==> config.mk <==
export PLATFORM = sky130hd
export DESIGN_NAME = wd_top
export DESIGN_NICKNAME = d
export VERILOG_FILES = /design/src/inc/wd_pkg.sv /design/src/inc/wd_tick_if.sv /design/src/design/wd_tick_div.sv /design/src/design/wd_top.sv
export SDC_FILE = /design/constraint.sdc
export NUM_CORES = 1
export LEC_CHECK = 0
export BUFFER_PORTS_ARGS = -buffer_cell sky130_fd_sc_hd__buf_2
export CAP_MARGIN = 10
export CORE_MARGIN = 2
export CORE_UTILIZATION = 40
export DETAILED_ROUTE_END_ITERATION = 10
export GPL_ROUTABILITY_DRIVEN = 0
export GPL_TIMING_DRIVEN = 0
export PLACE_DENSITY = 0.68
export SETUP_SLACK_MARGIN = 0.3
export SLEW_MARGIN = 30
export SYNTH_ARGS = -nofsm -noshare
export SYNTH_HDL_FRONTEND = slang
export SYNTH_SLANG_ARGS = --single-unit
==> constraint.sdc <==
create_clock -name clk -period 2 [get_ports clk]
set_clock_uncertainty 0.15 [all_clocks]
set_input_delay 0.1 -clock clk [delete_from_list [all_inputs] [get_ports clk]]
set_output_delay 0.1 -clock clk [all_outputs]
set_load 0.01 [all_outputs]
==> src/inc/wd_pkg.sv <==
package wd_pkg;

  // Avalon byte address width and data width
  localparam int WD_ADDR_W = 5;
  localparam int WD_DATA_W = 32;

  // Register byte offsets
  localparam logic [WD_ADDR_W-1:0] WD_OFS_COUNT = 5'h00;
  localparam logic [WD_ADDR_W-1:0] WD_OFS_CTRL = 5'h04;
  localparam logic [WD_ADDR_W-1:0] WD_OFS_FRZ_SET = 5'h08;
  localparam logic [WD_ADDR_W-1:0] WD_OFS_FRZ_CLR = 5'h0c;
  localparam logic [WD_ADDR_W-1:0] WD_OFS_STATUS = 5'h10;

  // Counter register fields
  localparam int WD_CNT_W = 9;
  localparam int WD_SIGN_BIT = 8;
  localparam int WD_GUARD_BIT = 9;

  // Control, freeze and status fields
  localparam int WD_SEL_BIT = 0;
  localparam int WD_FRZ_BIT = 0;
  localparam int WD_ST_FROZEN = 0;
  localparam int WD_ST_DBG = 1;
  localparam int WD_ST_SWFRZ = 2;
  localparam int WD_ST_NMI = 3;
  localparam int WD_ST_NEG = 4;
  localparam int WD_ST_REJECT = 5;
  localparam int WD_ST_FIRED = 6;

  // Counter values
  localparam logic [WD_CNT_W-1:0] WD_COUNT_RST = 9'h0ff;
  localparam logic [WD_CNT_W-1:0] WD_COUNT_ZERO = 9'h000;
  localparam logic [WD_CNT_W-1:0] WD_COUNT_ONE = 9'h001;
  localparam logic [WD_CNT_W-1:0] WD_COUNT_NEG_LIMIT = 9'h1f0;

  // Tick timing
  localparam longint WD_CLK_PERIOD_PS = 25000;
  localparam longint WD_TICK_PERIOD_PS = 64'd10240000000;
  localparam int unsigned WD_TICK_CYCLES = int'(WD_TICK_PERIOD_PS / WD_CLK_PERIOD_PS);

  typedef enum logic [0:0] {WD_BUS_IDLE, WD_BUS_ACK} wd_bus_e;

  // Signed compare of a 9-bit counter against a limit
  function automatic logic wd_at_or_below(input logic [WD_CNT_W-1:0] v,
                                          input logic [WD_CNT_W-1:0] lim);
    wd_at_or_below = $signed(v) <= $signed(lim);
  endfunction : wd_at_or_below

endpackage : wd_pkg

==> src/inc/wd_tick_if.sv <==
`timescale 1ns/1ps
`default_nettype none
interface wd_tick_if;
  logic tick;
  logic run;
  modport src (output tick, input run);
  modport snk (input tick, output run);
endinterface : wd_tick_if
`default_nettype wire

==> src/design/wd_tick_div.sv <==
`timescale 1ns/1ps
`default_nettype none
module wd_tick_div
  import wd_pkg::*;
#(
  parameter int unsigned CYCLES = WD_TICK_CYCLES
)
(
  input wire logic clk,
  input wire logic nrst,
  wd_tick_if.src tk
);

  localparam int W = (CYCLES > 1) ? $clog2(CYCLES) : 1;
  localparam logic [W-1:0] LAST = W'(CYCLES - 1);

  logic [W-1:0] div_q;
  logic tick_q;

  // Held while frozen so a resumed interval keeps its elapsed part
  always_ff @(posedge clk or negedge nrst)
  begin
    if (!nrst)
    begin
      div_q <= '0;
    end
    else if (tk.run)
    begin
      if (div_q == LAST)
        div_q <= '0;
      else
        div_q <= div_q + W'(1);
    end
  end

  always_ff @(posedge clk or negedge nrst)
  begin
    if (!nrst)
      tick_q <= 1'b0;
    else
      tick_q <= tk.run && (div_q == LAST);
  end

  assign tk.tick = tick_q;

endmodule : wd_tick_div
`default_nettype wire

==> src/design/wd_top.sv <==
// Added by the designer: the address map and the Avalon-MM register port.
`timescale 1ns/1ps
`default_nettype none
module wd_top
  import wd_pkg::*;
#(
  parameter int unsigned TICK_CYCLES = WD_TICK_CYCLES
)
(
  input wire logic clk,
  input wire logic nrst,
  input wire logic [WD_ADDR_W-1:0] avs_address,
  input wire logic avs_read,
  input wire logic avs_write,
  input wire logic [WD_DATA_W-1:0] avs_writedata,
  input wire logic [3:0] avs_byteenable,
  output logic [WD_DATA_W-1:0] avs_readdata,
  output logic avs_waitrequest,
  input wire logic debug_core_halted,
  output logic nmi_req,
  output logic timeout_system_reset
);

  wd_tick_if tk ();

  wd_bus_e bus_q;
  logic [WD_DATA_W-1:0] rdata_q;
  logic [WD_CNT_W-1:0] cnt_q;
  logic [WD_CNT_W-1:0] cnt_d;
  logic sel_q;
  logic frz_q;
  logic nmi_q;
  logic rst_q;
  logic reject_q;

  logic req;
  logic wr_fire;
  logic wr_count;
  logic wr_ctrl;
  logic wr_frz_set;
  logic wr_frz_clr;
  logic wr_status;
  logic guard_ok;
  logic frozen;
  logic fire;
  logic step;
  logic [WD_DATA_W-1:0] rd_mux;

  wd_tick_div #(
    .CYCLES(TICK_CYCLES)
  ) u_div (
    .clk(clk),
    .nrst(nrst),
    .tk(tk.src)
  );

  // Bus slave: one wait state for every access
  assign req = avs_read || avs_write;
  assign avs_waitrequest = req && (bus_q != WD_BUS_ACK);
  assign wr_fire = avs_write && (bus_q == WD_BUS_ACK);

  always_ff @(posedge clk or negedge nrst)
  begin
    if (!nrst)
    begin
      bus_q <= WD_BUS_IDLE;
    end
    else
    begin
      unique case (bus_q)
        WD_BUS_IDLE:
        begin
          if (req)
            bus_q <= WD_BUS_ACK;
        end
        WD_BUS_ACK:
        begin
          bus_q <= WD_BUS_IDLE;
        end
      endcase
    end
  end

  // Write decode; low address bits ignored for aligned words
  assign wr_count = wr_fire && (avs_address[WD_ADDR_W-1:2] == WD_OFS_COUNT[WD_ADDR_W-1:2])
                    && avs_byteenable[0] && avs_byteenable[1];
  assign wr_ctrl = wr_fire && (avs_address[WD_ADDR_W-1:2] == WD_OFS_CTRL[WD_ADDR_W-1:2])
                   && avs_byteenable[0];
  assign wr_frz_set = wr_fire && (avs_address[WD_ADDR_W-1:2] == WD_OFS_FRZ_SET[WD_ADDR_W-1:2])
                      && avs_byteenable[0];
  assign wr_frz_clr = wr_fire && (avs_address[WD_ADDR_W-1:2] == WD_OFS_FRZ_CLR[WD_ADDR_W-1:2])
                      && avs_byteenable[0];
  assign wr_status = wr_fire && (avs_address[WD_ADDR_W-1:2] == WD_OFS_STATUS[WD_ADDR_W-1:2])
                     && avs_byteenable[0];

  assign guard_ok = !avs_writedata[WD_GUARD_BIT];

  // software freeze only counts in mode 0
  assign frozen = debug_core_halted || (frz_q && !sel_q);
  assign tk.run = !frozen && !rst_q;

  // mode 1 fires at zero or below
  // mode 0 fires at -16 or below
  assign fire = sel_q ? wd_at_or_below(cnt_q, WD_COUNT_ZERO)
                      : wd_at_or_below(cnt_q, WD_COUNT_NEG_LIMIT);

  // Counting stops once a timeout is pending so the value cannot wrap positive
  assign step = tk.tick && !frozen && !fire && !rst_q;

  // wraps 000 to 1FF, setting the sign bit
  always_comb
  begin
    cnt_d = cnt_q;
    if (wr_count && guard_ok)
      cnt_d = avs_writedata[WD_CNT_W-1:0];
    else if (step)
      cnt_d = cnt_q - WD_COUNT_ONE;
  end

  // system reset from the tree reloads 255
  always_ff @(posedge clk or negedge nrst)
  begin
    if (!nrst)
      cnt_q <= WD_COUNT_RST;
    else
      cnt_q <= cnt_d;
  end

  always_ff @(posedge clk or negedge nrst)
  begin
    if (!nrst)
      sel_q <= 1'b0;
    else if (wr_ctrl && avs_writedata[WD_SEL_BIT])
      sel_q <= 1'b1;
  end

  always_ff @(posedge clk or negedge nrst)
  begin
    if (!nrst)
      frz_q <= 1'b0;
    else if (wr_frz_set && avs_writedata[WD_FRZ_BIT] && !sel_q)
      frz_q <= 1'b1;
    else if (wr_frz_clr && avs_writedata[WD_FRZ_BIT])
      frz_q <= 1'b0;
  end

  // NMI when count steps to zero in mode 0
  // Clear by a reload wins over the set
  always_ff @(posedge clk or negedge nrst)
  begin
    if (!nrst)
      nmi_q <= 1'b0;
    else if (step && !sel_q && (cnt_q == WD_COUNT_ONE) && !(wr_count && guard_ok))
      nmi_q <= 1'b1;
    else if (wr_count && guard_ok)
      nmi_q <= 1'b0;
  end

  // handler reload clears fire before it latches
  // held until the system reset tree resets the block
  always_ff @(posedge clk or negedge nrst)
  begin
    if (!nrst)
      rst_q <= 1'b0;
    else if (fire && !(wr_count && guard_ok))
      rst_q <= 1'b1;
  end

  // Rejected counter writes are flagged; write one to clear, set wins
  always_ff @(posedge clk or negedge nrst)
  begin
    if (!nrst)
      reject_q <= 1'b0;
    else if (wr_count && !guard_ok)
      reject_q <= 1'b1;
    else if (wr_status && avs_writedata[WD_ST_REJECT])
      reject_q <= 1'b0;
  end

  // Read mux; unmapped words read zero
  always_comb
  begin
    rd_mux = '0;
    unique case (avs_address[WD_ADDR_W-1:2])
      WD_OFS_COUNT[WD_ADDR_W-1:2]:
        rd_mux[WD_CNT_W-1:0] = cnt_q;
      WD_OFS_CTRL[WD_ADDR_W-1:2]:
        rd_mux[WD_SEL_BIT] = sel_q;
      WD_OFS_FRZ_SET[WD_ADDR_W-1:2]:
        rd_mux[WD_FRZ_BIT] = frz_q;
      WD_OFS_FRZ_CLR[WD_ADDR_W-1:2]:
        rd_mux[WD_FRZ_BIT] = frz_q;
      WD_OFS_STATUS[WD_ADDR_W-1:2]:
      begin
        rd_mux[WD_ST_FROZEN] = frozen;
        rd_mux[WD_ST_DBG] = debug_core_halted;
        rd_mux[WD_ST_SWFRZ] = frz_q;
        rd_mux[WD_ST_NMI] = nmi_q;
        rd_mux[WD_ST_NEG] = cnt_q[WD_SIGN_BIT];
        rd_mux[WD_ST_REJECT] = reject_q;
        rd_mux[WD_ST_FIRED] = rst_q;
      end
      default:
        rd_mux = '0;
    endcase
  end

  // Captured when the access is first seen, shown during the answer cycle
  always_ff @(posedge clk or negedge nrst)
  begin
    if (!nrst)
      rdata_q <= '0;
    else if (avs_read && (bus_q == WD_BUS_IDLE))
      rdata_q <= rd_mux;
  end

  assign avs_readdata = rdata_q;
  assign nmi_req = nmi_q;
  assign timeout_system_reset = rst_q;

endmodule : wd_top
`default_nettype wire

==> flow_summary.toml <==
[timing]
max_freq_ghz = 0.4632
hold_slack_ps = 20.37
setup_slack_ps = -158.8
setup_viol = 13
period_share = 1.079
tns_ps = -927.0
slew_violations = 0
min_period_ps = 2159
worstMarginPinSlew_ps = 534.2
max_slew_margin = 0.6439
rsz0062_at_grt = "true"
finalHoldViolCount = 0

[routing]
postRouteAntennaNets = 0
wl_per_cell_um = 13.98
vias_per_cell = 5.029
routed_wirelength_mm = 6.249
detailedRoute.firstPassIterationCount = 4
vias = 2248
drtIter0Drc = 111
drc = 0

[global_route]
grt_most_used_layer = "met2"
grtUsageMet1 = 0.2359
met2_usage = 0.3137
grt_overflow_total = 0
grt_use_met3 = 0.01522
antenna_found_initial = 0
grtUsageTotal = 0.1815
grt_pass1_vias = 2138
grt_pass1_wl_mm = 9.591
grt_max_degree = 29

[placed_design]
dp_hpwl_mm = 3.824
portBuffers = 31
placed_cells = 388

[clock_network]
htreeDepth = 2
cts_buffer_depth = 2
insertion_delay_ps = 290
path_clk_slew_ps = 80
numCtsBuffers = 5
cts_tree = "done"
cts.sinks = 44
root_buffer = "clkbuf_8"

[power]
ir_worst_vdd_mv = 0.2836
p_leak_uw = 0.001618
pwr_density_cell_nw_per_um2 = 538.7
power.total_uw = 1924

[logic_synthesis]
ys_ff_latch = 44
synth_top_area_frac = 0.3662
synth_top_area_cell = "dfrtp_1"
synth_warnings = 0
syn_avg_cell_area_um2 = 9.498
synthArstFlopShare = 1.000
synth_common_cells = "36 x dfrtp_1, 27 x nand2_1, 27 x nor2_1, 23 x buf_4, 17 x o21ai_1"
ys.flop_type = "dfrtp_1"
synth.cell_area_um2 = 2460
synth_most_common_cell = "dfrtp_1"
netlist_top_cells_area = "dfrtp_1 37%, dfstp_2 8.5%, buf_4 7.0%"
yosysSeqAreaShare = 0.4517
yosysUniqueCellTypes = 49
synth-edff-count = 0
synthCells = 259

[layout]
fill_cells = 483
drive_above_1_share = 0.3978
fin_nets = 421
area_delta_synth_final_pct = 45.22
diodes = 0
final_cells = 447

[floorplanning]
initial_utilization = 0.4155
die_area_um2 = 6793
fp.dieW_um = 82.42
core.rowCount = 28
ios = 81
coreArea_um2 = 5921
die_h_um = 82.42

[setup_path]
cp-endpoint = "cnt_q[7]"
arrival_ps = 2230
startpoint = "cnt_q[1]"
setup.worst_path.class = "reg2reg"
cp.required_ps = 2070
reg2reg_slack_ps = -160
r2r.worst_path.cells = 6
timing.critical_path.fanout_max = 4
start_kind = "flip-flop"
r2r-start = "cnt_q[1]"
r2r-end = "cnt_q[7]"
critPathCaptureType = "flip-flop"

[job]
maxCapViolCount = 0

[min_path]
hold_class = "in2reg"

[run_status]
status = "finished, violations left"
violations = "setup timing"
-- cells by family (layout without fill, tap and decap cells) --
| group | count (synthesis) | count (layout) | share of synthesized area |
|---|---|---|---|
| mux | 10 | 10 | 0.04171 |
| other cells | 1 | 23 | 0.001524 |
| xor+xnor | 18 | 18 | 0.06409 |
| flops | 44 | 44 | 0.4517 |
| fa+ha+maj | 4 | 4 | 0.02035 |
| simple gates | 108 | 109 | 0.2345 |
| compound gates | 38 | 38 | 0.09156 |
| buf+inv | 36 | 126 | 0.09461 |
-- sequential cells by signal, indices dropped and copies added, names as in the netlist --
register              count
u_div.div_q              19
timeout_system_reset      1
sel_q                     1
bus_q                     1
cnt_q                     9
frz_q                     1
nmi_req                   1
u_div.tk.tick             1
avs_readdata              9
reject_q                  1
-- what timing repair did --
| item | CTS | global route |
|---|---|---|
| hold buffers | 18 | 1 |
| gates resized for setup | 10 | 42 |
| pin swaps | 10 | 21 |
| gates cloned | 0 | 1 |
| endpoints found under the hold margin | 55 | 1 |
| endpoints found under the setup margin | 26 | 31 |
| buffers inserted | 14 | 18 |
-- critical path, stage by stage (launching register included) --
cell and delay (ps):
dfstp_2 380, buf_4 140, or4b_4 550, nor3_2 130, nand4b_1 200, or3_1 360
a31oi_1 170
-- how the worst min path moves through the flow --
stage / slack, ps / start / to / depth (start not counted)
after floorplan: -350 / nrst / avs_readdata[0] / 0
after global placement: 150 / avs_writedata[4] / cnt_q[4] / 3
after detailed placement: -90 / nrst / cnt_q[8] / 1
after CTS: 20 / avs_address[3] / frz_q / 3
after global routing: 30 / debug_core_halted / avs_readdata[1] / 3
final: 20 / avs_address[3] / frz_q / 3
-- area by class of cell --
| type | count | area (um2) | area share |
|---|---|---|---|
| plain buffers | 30 | 226.5 | 0.06340 |
| clock buffers | 7 | 76.32 | 0.02137 |
| clock inverters | 1 | 5.005 | 0.001401 |
| inverters | 6 | 22.52 | 0.006305 |
| multi-input cells | 202 | 1405 | 0.3933 |
| flip-flops and latches | 44 | 1114 | 0.3117 |
| well taps | 75 | 93.84 | 0.02627 |
| repair buffers | 82 | 629.4 | 0.1762 |
-- layout by cell type, fill, tap and decap left out, drive strengths merged, types with 8 or more instances in the layout --
cell / count
buf: 91
clkbuf: 10
conb: 23
dfrtp: 36
dfstp: 8
dlygate4sd3: 18
mux2i: 8
nand2: 27
nand3: 12
nand4: 8
nor2: 30
o21ai: 20
xnor2: 13
-- stage by stage --
step	worst slack, ps	area [um2]	util
2_1_floorplan	-87.71	2584	-
3_3_place_gp	-254.0	2833	0.4784
3_5_place_dp	-267.5	2853	0.4818
4_1_cts	-103.6	3271	0.5524
5_1_grt	-196.4	3572	0.6033
6_report	-158.8	3572	0.6033
-- per-layer routing --
layer  vias to the layer above  routed length [um]
met2                        79                3190
met1                      1075                2594
met3                        10                 362
met5                         -                   0
li1                       1084                   -
met4                         0                 102
-- where the power goes --
group	total (uW)	internal, uW	switching, uW
clock network	549	246	303
logic	369	191	177
registers	1010	953	53.1
Power figures use the tool's default switching activity.
